==> src/shared/bam_cfg.svh <==
/*
 * constants for the buffer assignment and disposition block: command
 * fields, type codes, request keys and address layout.
 * assumes it is included once per compilation unit by its bare name.
 */
`ifndef BAM_CFG_SVH
`define BAM_CFG_SVH

// command type byte fields
`define BAM_TYPE_HI 2
`define BAM_MODE22_BIT 5
`define BAM_CMD_RX 3'h0
`define BAM_CMD_TX 3'h4

// disposition and response type codes
`define BAM_RX_DONE 3'h0
`define BAM_RX_UNUSED 3'h3
`define BAM_TX_DONE 3'h4
`define BAM_TX_NAK 3'h6
`define BAM_TX_NOT_SENT 3'h7
`define BAM_INFO 3'h2

// tributary addresses with a fixed meaning
`define BAM_POOL_TRIB 8'h00
`define BAM_P2P_TRIB 8'h01

// request keys, octal 6-17 and 22-37 reserved
`define BAM_KEY_HALT 6'h05
`define BAM_KEY_RSV1_LO 6'h06
`define BAM_KEY_RSV1_HI 6'h0F
`define BAM_KEY_RSV2_LO 6'h12
`define BAM_KEY_RSV2_HI 6'h1F

// address and count layout
`define BAM_CNT_HI 13
`define BAM_HI_ADDR_LSB 14
`define BAM_EXT_ADDR_HI 5
`define BAM_ADDR_W 22
`define BAM_CNT_W 14
`define BAM_RESP_W 47

`endif

==> src/shared/bam_pkg.sv <==
/*
 * types shared by the buffer assignment and disposition block.
 * assumes nothing beyond a SystemVerilog compiler.
 */
`default_nettype none
package bam_pkg;
	// controller states
	typedef enum logic [1:0] {ST_IDLE, ST_HALT, ST_DONE} state_t;
	// line events reported by the protocol engine
	typedef enum logic [1:0] {EV_RX_DONE, EV_TX_SENT, EV_TX_ACK} ev_kind_t;
endpackage
`default_nettype wire

==> src/resp_fifo.sv <==
/*
 * small flip-flop FIFO with valid/ready on both sides.
 * assumes one clock and an active-low asynchronous reset.
 */
`default_nettype none
module resp_fifo #(
	parameter int WIDTH = 47, // word width
	parameter int DEPTH = 8 // words held
) (
	// clock and reset
	input wire logic mclk_i,
	input wire logic reset_n_i,
	// fill side
	input wire logic in_valid_i,
	output logic in_ready_o,
	input wire logic [WIDTH-1:0] in_data_i,
	// drain side
	output logic out_valid_o,
	input wire logic out_ready_i,
	output logic [WIDTH-1:0] out_data_o
);
	localparam int AW = $clog2(DEPTH);
	logic [WIDTH-1:0] mem [DEPTH]; // storage
	logic [AW-1:0] wr_r; // write index
	logic [AW-1:0] rd_r; // read index
	logic [AW:0] cnt_r; // words held
	logic push;
	logic pop;

	// honest full and empty straight from the count
	assign in_ready_o = cnt_r != (AW+1)'(DEPTH);
	assign out_valid_o = cnt_r != '0;
	assign out_data_o = mem[rd_r];
	assign push = in_valid_i && in_ready_o;
	assign pop = out_valid_o && out_ready_i;

	// storage writes, no reset needed on data
	always_ff @(posedge mclk_i)
	begin
		if (push)
		begin
			mem[wr_r] <= in_data_i;
		end
	end

	// pointers and occupancy
	always_ff @(posedge mclk_i or negedge reset_n_i)
	begin
		if (!reset_n_i)
		begin
			wr_r <= '0;
			rd_r <= '0;
			cnt_r <= '0;
		end
		else
		begin
			if (push)
			begin
				wr_r <= (wr_r == AW'(DEPTH-1)) ? '0 : wr_r + 1'b1;
			end
			if (pop)
			begin
				rd_r <= (rd_r == AW'(DEPTH-1)) ? '0 : rd_r + 1'b1;
			end
			if (push && !pop)
			begin
				cnt_r <= cnt_r + 1'b1;
			end
			else if (pop && !push)
			begin
				cnt_r <= cnt_r - 1'b1;
			end
		end
	end
endmodule
`default_nettype wire

==> src/buffer_assign_and_disposition.sv <==
/*
 * buffer assignment and disposition: takes buffer assign commands,
 * holds buffers per tributary, returns them as disposition responses.
 * assumes command, control and event requesters on the same clock,
 * each holding valid until its ack pulse and dropping it then.
 */
`include "bam_cfg.svh"
`default_nettype none
module buffer_assign_and_disposition #(
	parameter int ENTRIES = 8, // buffers held at once
	parameter int RESP_DEPTH = 8 // response queue words
) (
	// clock and reset
	input wire logic mclk_i,
	input wire logic reset_n_i,
	// buffer assign command
	input wire logic cmd_valid_i,
	input wire logic [7:0] command_type_byte_i,
	input wire logic [7:0] tributary_address_byte_i,
	input wire logic [15:0] buffer_address_low_word_i,
	input wire logic [15:0] count_and_high_address_word_i,
	input wire logic [7:0] extended_address_byte_i,
	input wire logic [15:0] extended_count_word_i,
	output logic cmd_ack_o,
	// control command
	input wire logic ctl_valid_i,
	input wire logic [5:0] ctl_key_i,
	input wire logic [7:0] ctl_trib_i,
	input wire logic ctl_pool_wr_i,
	input wire logic ctl_pool_en_i,
	output logic ctl_ack_o,
	// line events
	input wire logic ev_valid_i,
	input wire bam_pkg::ev_kind_t ev_kind_i,
	input wire logic [7:0] ev_trib_i,
	input wire logic [13:0] ev_len_i,
	output logic ev_ack_o,
	output logic ev_nobuf_o,
	// configuration and status
	input wire logic multipoint_i,
	output logic addr22_mode_o,
	output logic proc_err_o,
	// responses
	output logic resp_valid_o,
	input wire logic resp_ready_i,
	output logic [2:0] resp_type_o,
	output logic [7:0] resp_trib_o,
	output logic [21:0] resp_addr_o,
	output logic [13:0] resp_count_o
);
	import bam_pkg::*;
	localparam int IW = $clog2(ENTRIES);

	// buffer table, kept oldest first
	logic e_tx [ENTRIES]; // transmit buffer
	logic e_sent [ENTRIES]; // sent, awaiting acknowledge
	logic [7:0] e_trib [ENTRIES]; // owner, zero for pool
	logic [21:0] e_addr [ENTRIES]; // buffer address
	logic [13:0] e_cnt [ENTRIES]; // byte count
	logic [IW:0] n_r; // entries in use

	state_t st_r; // controller state
	logic [IW-1:0] idx_r; // halt scan position
	logic [7:0] htrib_r; // tributary being halted
	logic [255:0] pool_en_r; // per tributary pool access

	// masks and picks
	logic [ENTRIES-1:0] m_priv, m_pool, m_unsent, m_sent;
	logic [IW:0] f_priv, f_pool, f_unsent, f_sent;
	// accept slot
	logic go, take_ctl, take_ev, take_cmd;
	// command decode
	logic mode22, cmd_bad, key_rsv;
	logic [2:0] cmd_type;
	logic [21:0] cmd_addr;
	logic [13:0] cmd_cnt;
	// actions of this cycle
	logic push_en, rm_en, mark_en, err, nobuf;
	logic [IW-1:0] rm_idx, mark_idx;
	logic [2:0] push_type;
	logic [7:0] push_trib;
	logic [21:0] push_addr;
	logic [13:0] push_cnt;
	logic h_hit;
	// fifo links
	logic f_in_rdy, f_out_valid, f_out_rdy;
	logic [`BAM_RESP_W-1:0] f_out_data;

	// oldest set bit of a mask, found flag on top
	function automatic logic [IW:0] first_idx(logic [ENTRIES-1:0] m);
		logic [IW:0] r;
		r = '0;
		for (int i = ENTRIES - 1; i >= 0; i--)
		begin
			if (m[i])
			begin
				r = {1'b1, IW'(i)};
			end
		end
		return r;
	endfunction

	// one request per cycle, and none in the cycle of an ack so
	// a still-high valid is not taken twice
	always_comb
	begin
		go = (st_r == ST_IDLE) && f_in_rdy &&
			!(cmd_ack_o || ctl_ack_o || ev_ack_o);
		take_ctl = go && ctl_valid_i;
		take_ev = go && !ctl_valid_i && ev_valid_i;
		take_cmd = go && !ctl_valid_i && !ev_valid_i && cmd_valid_i;
	end

	// command field decode
	always_comb
	begin
		mode22 = command_type_byte_i[`BAM_MODE22_BIT];
		cmd_type = command_type_byte_i[`BAM_TYPE_HI:0];
		if (mode22)
		begin
			// upper address from the extended byte, count moved
			cmd_addr = {extended_address_byte_i[`BAM_EXT_ADDR_HI:0],
				buffer_address_low_word_i};
			cmd_cnt = extended_count_word_i[`BAM_CNT_HI:0];
		end
		else
		begin
			// 18-bit address, count in the low 14 bits
			cmd_addr = {4'h0,
				count_and_high_address_word_i[15:`BAM_HI_ADDR_LSB],
				buffer_address_low_word_i};
			cmd_cnt = count_and_high_address_word_i[`BAM_CNT_HI:0];
		end
		// refused: zero count, unknown type, transmit to zero, full
		cmd_bad = (cmd_cnt == '0) ||
			(cmd_type != `BAM_CMD_RX && cmd_type != `BAM_CMD_TX) ||
			(cmd_type == `BAM_CMD_TX &&
			tributary_address_byte_i == `BAM_POOL_TRIB) ||
			(n_r == (IW+1)'(ENTRIES));
		key_rsv = (ctl_key_i >= `BAM_KEY_RSV1_LO &&
			ctl_key_i <= `BAM_KEY_RSV1_HI) ||
			(ctl_key_i >= `BAM_KEY_RSV2_LO &&
			ctl_key_i <= `BAM_KEY_RSV2_HI);
	end

	// candidate buffers for the event's tributary
	always_comb
	begin
		for (int i = 0; i < ENTRIES; i++)
		begin
			m_priv[i] = (i < int'(n_r)) && !e_tx[i] &&
				ev_trib_i != `BAM_POOL_TRIB &&
				e_trib[i] == ev_trib_i;
			m_pool[i] = (i < int'(n_r)) && !e_tx[i] &&
				e_trib[i] == `BAM_POOL_TRIB &&
				pool_en_r[ev_trib_i];
			m_unsent[i] = (i < int'(n_r)) && e_tx[i] && !e_sent[i] &&
				e_trib[i] == ev_trib_i;
			m_sent[i] = (i < int'(n_r)) && e_tx[i] && e_sent[i] &&
				e_trib[i] == ev_trib_i;
		end
		f_priv = first_idx(m_priv);
		f_pool = first_idx(m_pool);
		f_unsent = first_idx(m_unsent); // oldest first
		f_sent = first_idx(m_sent);
	end

	// actions: responses, table removals, marks, errors
	always_comb
	begin
		push_en = 1'b0;
		push_type = `BAM_RX_DONE;
		push_trib = htrib_r;
		push_addr = '0;
		push_cnt = '0;
		rm_en = 1'b0;
		rm_idx = '0;
		mark_en = 1'b0;
		mark_idx = '0;
		err = 1'b0;
		nobuf = 1'b0;
		h_hit = (idx_r < n_r[IW-1:0] || n_r == (IW+1)'(ENTRIES)) &&
			(int'(idx_r) < int'(n_r)) &&
			((htrib_r == `BAM_POOL_TRIB) ?
			(!e_tx[idx_r] && e_trib[idx_r] == `BAM_POOL_TRIB) :
			(e_trib[idx_r] == htrib_r));
		if (take_cmd && cmd_bad)
		begin
			err = 1'b1;
		end
		if (take_ctl && key_rsv)
		begin
			err = 1'b1;
		end
		if (take_ev)
		begin
			push_trib = ev_trib_i;
			case (ev_kind_i)
				EV_RX_DONE:
				begin
					// private first, then the pool
					if (f_priv[IW] || f_pool[IW])
					begin
						rm_en = 1'b1;
						rm_idx = f_priv[IW] ? f_priv[IW-1:0] : f_pool[IW-1:0];
						push_en = 1'b1;
						push_type = `BAM_RX_DONE;
						push_addr = e_addr[rm_idx];
						push_cnt = ev_len_i;
					end
					else
					begin
						nobuf = 1'b1; // no buffer to store into
					end
				end
				EV_TX_SENT:
				begin
					mark_en = f_unsent[IW];
					mark_idx = f_unsent[IW-1:0];
				end
				EV_TX_ACK:
				begin
					// only an acknowledged buffer completes
					if (f_sent[IW])
					begin
						rm_en = 1'b1;
						rm_idx = f_sent[IW-1:0];
						push_en = 1'b1;
						push_type = `BAM_TX_DONE;
						push_addr = e_addr[rm_idx];
						push_cnt = e_cnt[rm_idx];
					end
				end
				default:
				begin
					nobuf = 1'b0;
				end
			endcase
		end
		if (st_r == ST_HALT && h_hit && f_in_rdy)
		begin
			// one response per returned buffer
			rm_en = 1'b1;
			rm_idx = idx_r;
			push_en = 1'b1;
			push_addr = e_addr[idx_r];
			push_cnt = e_cnt[idx_r];
			if (!e_tx[idx_r])
			begin
				push_type = `BAM_RX_UNUSED;
			end
			else if (e_sent[idx_r])
			begin
				push_type = `BAM_TX_NAK;
			end
			else
			begin
				push_type = `BAM_TX_NOT_SENT;
			end
		end
		if (st_r == ST_DONE)
		begin
			push_en = 1'b1; // completion of the pool return
			push_type = `BAM_INFO;
		end
		if (!multipoint_i)
		begin
			push_trib = `BAM_P2P_TRIB;
		end
	end

	// buffer table: insert at the tail, remove with compaction so the
	// table stays in assignment order
	always_ff @(posedge mclk_i or negedge reset_n_i)
	begin
		if (!reset_n_i)
		begin
			n_r <= '0;
			for (int i = 0; i < ENTRIES; i++)
			begin
				e_tx[i] <= 1'b0;
				e_sent[i] <= 1'b0;
				e_trib[i] <= '0;
				e_addr[i] <= '0;
				e_cnt[i] <= '0;
			end
		end
		else if (rm_en)
		begin
			for (int i = 0; i < ENTRIES - 1; i++)
			begin
				if (i >= int'(rm_idx))
				begin
					e_tx[i] <= e_tx[i+1];
					e_sent[i] <= e_sent[i+1];
					e_trib[i] <= e_trib[i+1];
					e_addr[i] <= e_addr[i+1];
					e_cnt[i] <= e_cnt[i+1];
				end
			end
			n_r <= n_r - 1'b1;
		end
		else if (mark_en)
		begin
			e_sent[mark_idx] <= 1'b1;
		end
		else if (take_cmd && !cmd_bad)
		begin
			// one buffer per command, kind kept apart
			// trib zero receive buffers form the pool
			e_tx[n_r[IW-1:0]] <= (cmd_type == `BAM_CMD_TX);
			e_sent[n_r[IW-1:0]] <= 1'b0;
			e_trib[n_r[IW-1:0]] <= tributary_address_byte_i;
			e_addr[n_r[IW-1:0]] <= cmd_addr;
			e_cnt[n_r[IW-1:0]] <= cmd_cnt;
			n_r <= n_r + 1'b1;
		end
	end

	// controller state and halt scan; a hit holds the index since
	// compaction brings the next entry into place
	always_ff @(posedge mclk_i or negedge reset_n_i)
	begin
		if (!reset_n_i)
		begin
			st_r <= ST_IDLE;
			idx_r <= '0;
			htrib_r <= '0;
		end
		else
		begin
			case (st_r)
				ST_IDLE:
				begin
					if (take_ctl && ctl_key_i == `BAM_KEY_HALT)
					begin
						st_r <= ST_HALT;
						idx_r <= '0;
						htrib_r <= ctl_trib_i;
					end
				end
				ST_HALT:
				begin
					if (int'(idx_r) >= int'(n_r))
					begin
						st_r <= (htrib_r == `BAM_POOL_TRIB) ? ST_DONE :
							ST_IDLE;
					end
					else if (!h_hit)
					begin
						if (int'(idx_r) == ENTRIES - 1)
						begin
							st_r <= (htrib_r == `BAM_POOL_TRIB) ? ST_DONE :
								ST_IDLE;
						end
						else
						begin
							idx_r <= idx_r + 1'b1;
						end
					end
				end
				ST_DONE:
				begin
					if (f_in_rdy)
					begin
						st_r <= ST_IDLE;
					end
				end
				default:
				begin
					st_r <= ST_IDLE;
				end
			endcase
		end
	end

	// per tributary pool access, written by control commands
	always_ff @(posedge mclk_i or negedge reset_n_i)
	begin
		if (!reset_n_i)
		begin
			pool_en_r <= '0;
		end
		else if (take_ctl && !key_rsv && ctl_pool_wr_i)
		begin
			pool_en_r[ctl_trib_i] <= ctl_pool_en_i;
		end
	end

	// acks, status pulses and the retained address mode
	always_ff @(posedge mclk_i or negedge reset_n_i)
	begin
		if (!reset_n_i)
		begin
			cmd_ack_o <= 1'b0;
			ctl_ack_o <= 1'b0;
			ev_ack_o <= 1'b0;
			ev_nobuf_o <= 1'b0;
			proc_err_o <= 1'b0;
			addr22_mode_o <= 1'b0;
		end
		else
		begin
			cmd_ack_o <= take_cmd;
			ctl_ack_o <= take_ctl;
			ev_ack_o <= take_ev;
			ev_nobuf_o <= nobuf;
			proc_err_o <= err;
			if (take_cmd)
			begin
				addr22_mode_o <= mode22;
			end
		end
	end

	// response queue; a stalled reader fills it and then stops intake
	resp_fifo #(
		.WIDTH(`BAM_RESP_W),
		.DEPTH(RESP_DEPTH)
	) u_fifo (
		.mclk_i(mclk_i),
		.reset_n_i(reset_n_i),
		.in_valid_i(push_en),
		.in_ready_o(f_in_rdy),
		.in_data_i({push_type, push_trib, push_addr, push_cnt}),
		.out_valid_o(f_out_valid),
		.out_ready_i(f_out_rdy),
		.out_data_o(f_out_data)
	);

	// output stage so every response port comes from a flop
	assign f_out_rdy = !resp_valid_o || resp_ready_i;
	always_ff @(posedge mclk_i or negedge reset_n_i)
	begin
		if (!reset_n_i)
		begin
			resp_valid_o <= 1'b0;
			resp_type_o <= '0;
			resp_trib_o <= '0;
			resp_addr_o <= '0;
			resp_count_o <= '0;
		end
		else if (f_out_rdy)
		begin
			resp_valid_o <= f_out_valid;
			if (f_out_valid)
			begin
				{resp_type_o, resp_trib_o, resp_addr_o, resp_count_o} <=
					f_out_data;
			end
		end
	end
endmodule
`default_nettype wire

==> config.mk <==
export PLATFORM = sky130hd
export DESIGN_NAME = buffer_assign_and_disposition
export DESIGN_NICKNAME = d
export VERILOG_FILES = /design/src/shared/bam_pkg.sv /design/src/resp_fifo.sv /design/src/buffer_assign_and_disposition.sv
export VERILOG_INCLUDE_DIRS = /design/src /design/src/shared
export SDC_FILE = /design/constraint.sdc
export NUM_CORES = 2
export LEC_CHECK = 0
export ABC_AREA = 1
export BUFFER_PORTS_ARGS = -buffer_cell sky130_fd_sc_hd__clkbuf_2
export CAP_MARGIN = 20
export CORE_MARGIN = 8
export CORE_UTILIZATION = 30
export CTS_CLUSTER_SIZE = 25
export DETAILED_ROUTE_END_ITERATION = 7
export PLACE_DENSITY_LB_ADDON = 0.08
export SYNTH_ARGS = -nofsm -noshare
export SYNTH_HDL_FRONTEND = slang
export SYNTH_SLANG_ARGS = --single-unit
==> constraint.sdc <==
create_clock -name mclk_i -period 16.08 [get_ports mclk_i]
set_input_delay 1.608 -clock mclk_i [delete_from_list [all_inputs] [get_ports mclk_i]]
set_output_delay 1.608 -clock mclk_i [all_outputs]
set_load 0.03 [all_outputs]
==> load_flow_metrics.sql <==
INSERT INTO impl_metrics (metric_group, metric, value, unit) VALUES
('global_route', 'first_global_vias', '54500', ''),
('die', 'die-area', '0.218', 'mm²'),
('synth', 'synth_simple_gate_area_share', '0.268', ''),
('routing', 'remaining_drc_errors', '0', ''),
('timing', 'slew_headroom', '0.171', ''),
('routing', 'wirelength', '271000', 'µm'),
('synth', 'post_synth_inst_count', '8004', ''),
('global_route', 'grt_first_pass_wirelength', '392000', 'µm'),
('critical_path', 'timing.critical_path.max_delay_family', 'simple AND/OR/NAND/NOR gates', ''),
('die', 'fp-row-count', '165', ''),
('timing', 'final_hold_viols', '0', ''),
('clock_tree', 'clock_tree.htree_level_count', '4', ''),
('synth', 'synth.area.mux_share', '0.0109', ''),
('clock_tree', 'tritoncts', 'done', ''),
('critical_path', 'critical_path.endpoint_type', 'register', ''),
('pwr', 'power_density', '140', 'mW/mm²'),
('layout', 'flow.area_growth_from_synthesis', '12.7', '%'),
('routing', 'antenna_violating_nets_post_route', '0', ''),
('critical_path', 'critPathRequiredTime', '16.74', 'ns'),
('clock_tree', 'worst_skew_late_latency', '0.80', 'ns'),
('die', 'die_h', '466', 'µm'),
('global_route', 'grt.total_usage', '0.240', ''),
('placement', 'place_hpwl', '152000', 'µm'),
('routing', 'detailroute.via_count', '57300', ''),
('pwr', 'netSwitchingFraction', '0.412', ''),
('clock_tree', 'clock_sinks', '1081', ''),
('global_route', 'number_of_antenna_violations_at_the_first_check_in_global_routing', '14', ''),
('pwr', 'switching_pwr', '0.00396', 'W'),
('synth', 'synth.cell_area', '0.0609', 'mm²'),
('critical_path', 'cpPeakStageDelay', '1.01', 'ns'),
('status', 'outcome', 'finished clean', ''),
('clock_tree', 'cts_setup_buffers', '0', ''),
('timing', 'grt_setup_unrepaired', 'false', ''),
('synth', 'synth_fp_nets', '8139', ''),
('synth', 'ys_warn_count', '0', ''),
('routing', 'first_pass_iters', '6', ''),
('synth', 'synthesized_flop_and_latch_total', '1081', ''),
('routing', 'routed_via_density', '5.38', ''),
('layout', 'fillers', '21500', ''),
('synth', 'synth-xor-area-share', '0.00576', ''),
('clock_tree', 'cts.root.buffer_cell', 'sky130_fd_sc_hd__clkbuf_16', ''),
('die', 'chipWidth', '466', 'µm'),
('synth', 'postSynthAreaPerCell', '7.60', 'µm²'),
('critical_path', 'timing.critical_path.from_type', 'input pin', ''),
('layout', 'final_core_util', '0.340', ''),
('worst_hold_path', 'worstHoldPathType', 'reg -> reg', ''),
('critical_path', 'crit_path_cell_trace', 'buf_6, buf_4, buf_4, o211ai_1, nand3_1, nand3_1, nand2_1, nand2_1, nand2_1, nand2_1, nand2_1, nand3_1, nand2_2, nand2_1, nand4_1, nand2_1, nand2_1, nand2_1, nand3_4, buf_12, nand3_2, buf_4, nand2_1, nand2_1', ''),
('timing', 'setup_viol_count_final', '0', ''),
('global_route', 'gr-total-overflow', '0', ''),
('routing', 'post_detailed_route_wirelength_per_cell', '25.4', 'µm'),
('die', 'core', '0.202', 'mm²'),
('synth', 'post_synth_fa_ha_maj_area_fraction', '0.00341', ''),
('pwr', 'comb_power_share', '0.317', ''),
('critical_path', 'critical_path_buf_inv_count', '5', ''),
('pwr', 'max-vdd-ir-drop', '0.167', 'mV'),
('die', 'start_util', '0.301', ''),
('routing', 'drt_iter0_markers', '5538', ''),
('synth', 'synth_enable_flop_cells', '376', ''),
('pwr', 'portion_of_total_power_attributed_to_sequential_cells', '0.360', ''),
('timing', 'finalCritPeriodShare', '0.521', ''),
('timing', 'worst_clock_skew', '0.0324', 'ns'),
('pwr', 'p_leak', '30.3', 'nW'),
('synth', 'dominant_combinational_cell_family_by_area_after_synthesis', 'simple AND/OR/NAND/NOR gates', ''),
('timing', 'maxSlewViolCount', '0', ''),
('pwr', 'internal-power', '0.00564', 'W'),
('synth', 'ys_async_sr_fraction', '0.652', ''),
('clock_tree', 'ctsLongestPathBuffers', '3', ''),
('flow_run', 'drv_cap', '0', ''),
('clock_tree', 'clkSlewWorstSetupHoldPaths', '0.06', 'ns'),
('layout', 'final_layout_size_suffix_gt1_frac', '0.0826', ''),
('critical_path', 'worst_ep_arrival_time', '9.05', 'ns');
per-stage QoR:
stage	total power, W	setup slack, ns	instances	cell area (µm²)	hold slack, ns
floorplan	0.00527	9.75	8004	60900	0.462
global placement	0.00651	7.08	10400	64100	0.464
detailed placement	0.00653	7.06	10400	64100	0.468
CTS	0.00969	7.90	10700	68600	0.484
global route	0.0101	7.46	10700	68600	0.492
finish	0.00960	7.70	10700	68600	0.476
tightest hold or removal path, cell delays in order, from the launching register on:
cell                      delay (ns)
sky130_fd_sc_hd__dfrtp_1        0.34
sky130_fd_sc_hd__nand2_1        0.05
sky130_fd_sc_hd__nand2_1        0.05
placed cells by master, fill, tap and decap left out, drive strengths merged, types with 217 or more instances in the layout:
| cell | instances |
|---|---|
| inv | 671 |
| nand4 | 217 |
| nand3 | 603 |
| a21oi | 494 |
| dfrtp | 705 |
| nor2 | 712 |
| clkbuf | 362 |
| nand2 | 2185 |
| o21ai | 787 |
| edfxtp | 376 |
synthesized netlist by cell type (all sizes together), types with 31 or more instances:
cell type  count  share of area
a21oi        494          0.041
o211ai       184          0.023
nand4        217          0.022
nor3         100         0.0084
dfrtp        705           0.29
a32oi         56         0.0081
mux2          59          0.011
nand3        603          0.050
o221ai        84          0.012
nor2         712          0.044
xor2          31         0.0045
o21ai        787          0.065
nand2       2185           0.14
edfxtp       376           0.19
buf          221          0.018
clkbuf       369          0.023
inv          662          0.041
logic make-up (layout without fill, tap and decap cells):
kind of cell,count (synthesis),after routing
xor+xnor,40,40
mux,59,59
compound gates,1661,1661
simple gates,3884,3884
flops,1081,1081
buf+inv,1263,1237
fa+ha+maj,16,16
other cells,0,7
area by class of cell:
| type | instances | area [µm²] | share of cell area |
|---|---|---|---|
| inverters | 673 | 2540 | 0.0371 |
| diodes | 7 | 17.5 | 0.000255 |
| clock buffers | 202 | 3900 | 0.0569 |
| well taps | 2672 | 3340 | 0.0488 |
| repair buffers | 308 | 1980 | 0.0289 |
| clock inverters | 54 | 568 | 0.00828 |
| flip-flops and latches | 1081 | 28900 | 0.422 |
| multi-input cells | 5660 | 27300 | 0.398 |
state kept, by name, summed over array words and instances (netlist names), 4 cells and up:
name	cells
u_fifo.mem	376
pool_en_r	256
e_addr	176
e_cnt	112
e_trib	64
resp_addr_o	22
resp_count_o	14
e_sent	8
e_tx	8
htrib_r	8
resp_trib_o	8
n_r	4
u_fifo.cnt_r	4
path summary, 6_finish.rpt:
check                                start         endpoint  slack [ns]  depth (start not counted)
min reg2reg                resp_addr_o[16]  resp_addr_o[16]        0.48                          2
max reg2reg                u_fifo.cnt_r[0]       e_addr[76]        8.12                         15
max                           ev_trib_i[0]       e_addr[76]        7.70                         24
min                        resp_addr_o[16]  resp_addr_o[16]        0.48                          2
min in group asynchronous        reset_n_i   resp_addr_o[6]        0.78                          1
max in group asynchronous        reset_n_i        e_cnt[18]       12.37                          4
power by group through the flow:
stage / Sequential (W) / Clock, W / Combinational, W
after floorplan: 0.00350 / 0 / 0.00176
after global placement: 0.00350 / 0 / 0.00301
after detailed placement: 0.00350 / 0 / 0.00303
after CTS: 0.00345 / 0.00320 / 0.00304
after global routing: 0.00350 / 0.00330 / 0.00331
final: 0.00345 / 0.00311 / 0.00304
metal layers:
metal  routed length, µm  up-vias  global-route usage
met1              121000    28300               0.334
met2              124000     1981               0.386
met3               16300      450              0.0328
li1                    -    26600                   -
met4                9420        4              0.0789
met5                  31        -                   0
Note: power is estimated with default switching activity, not from simulation.
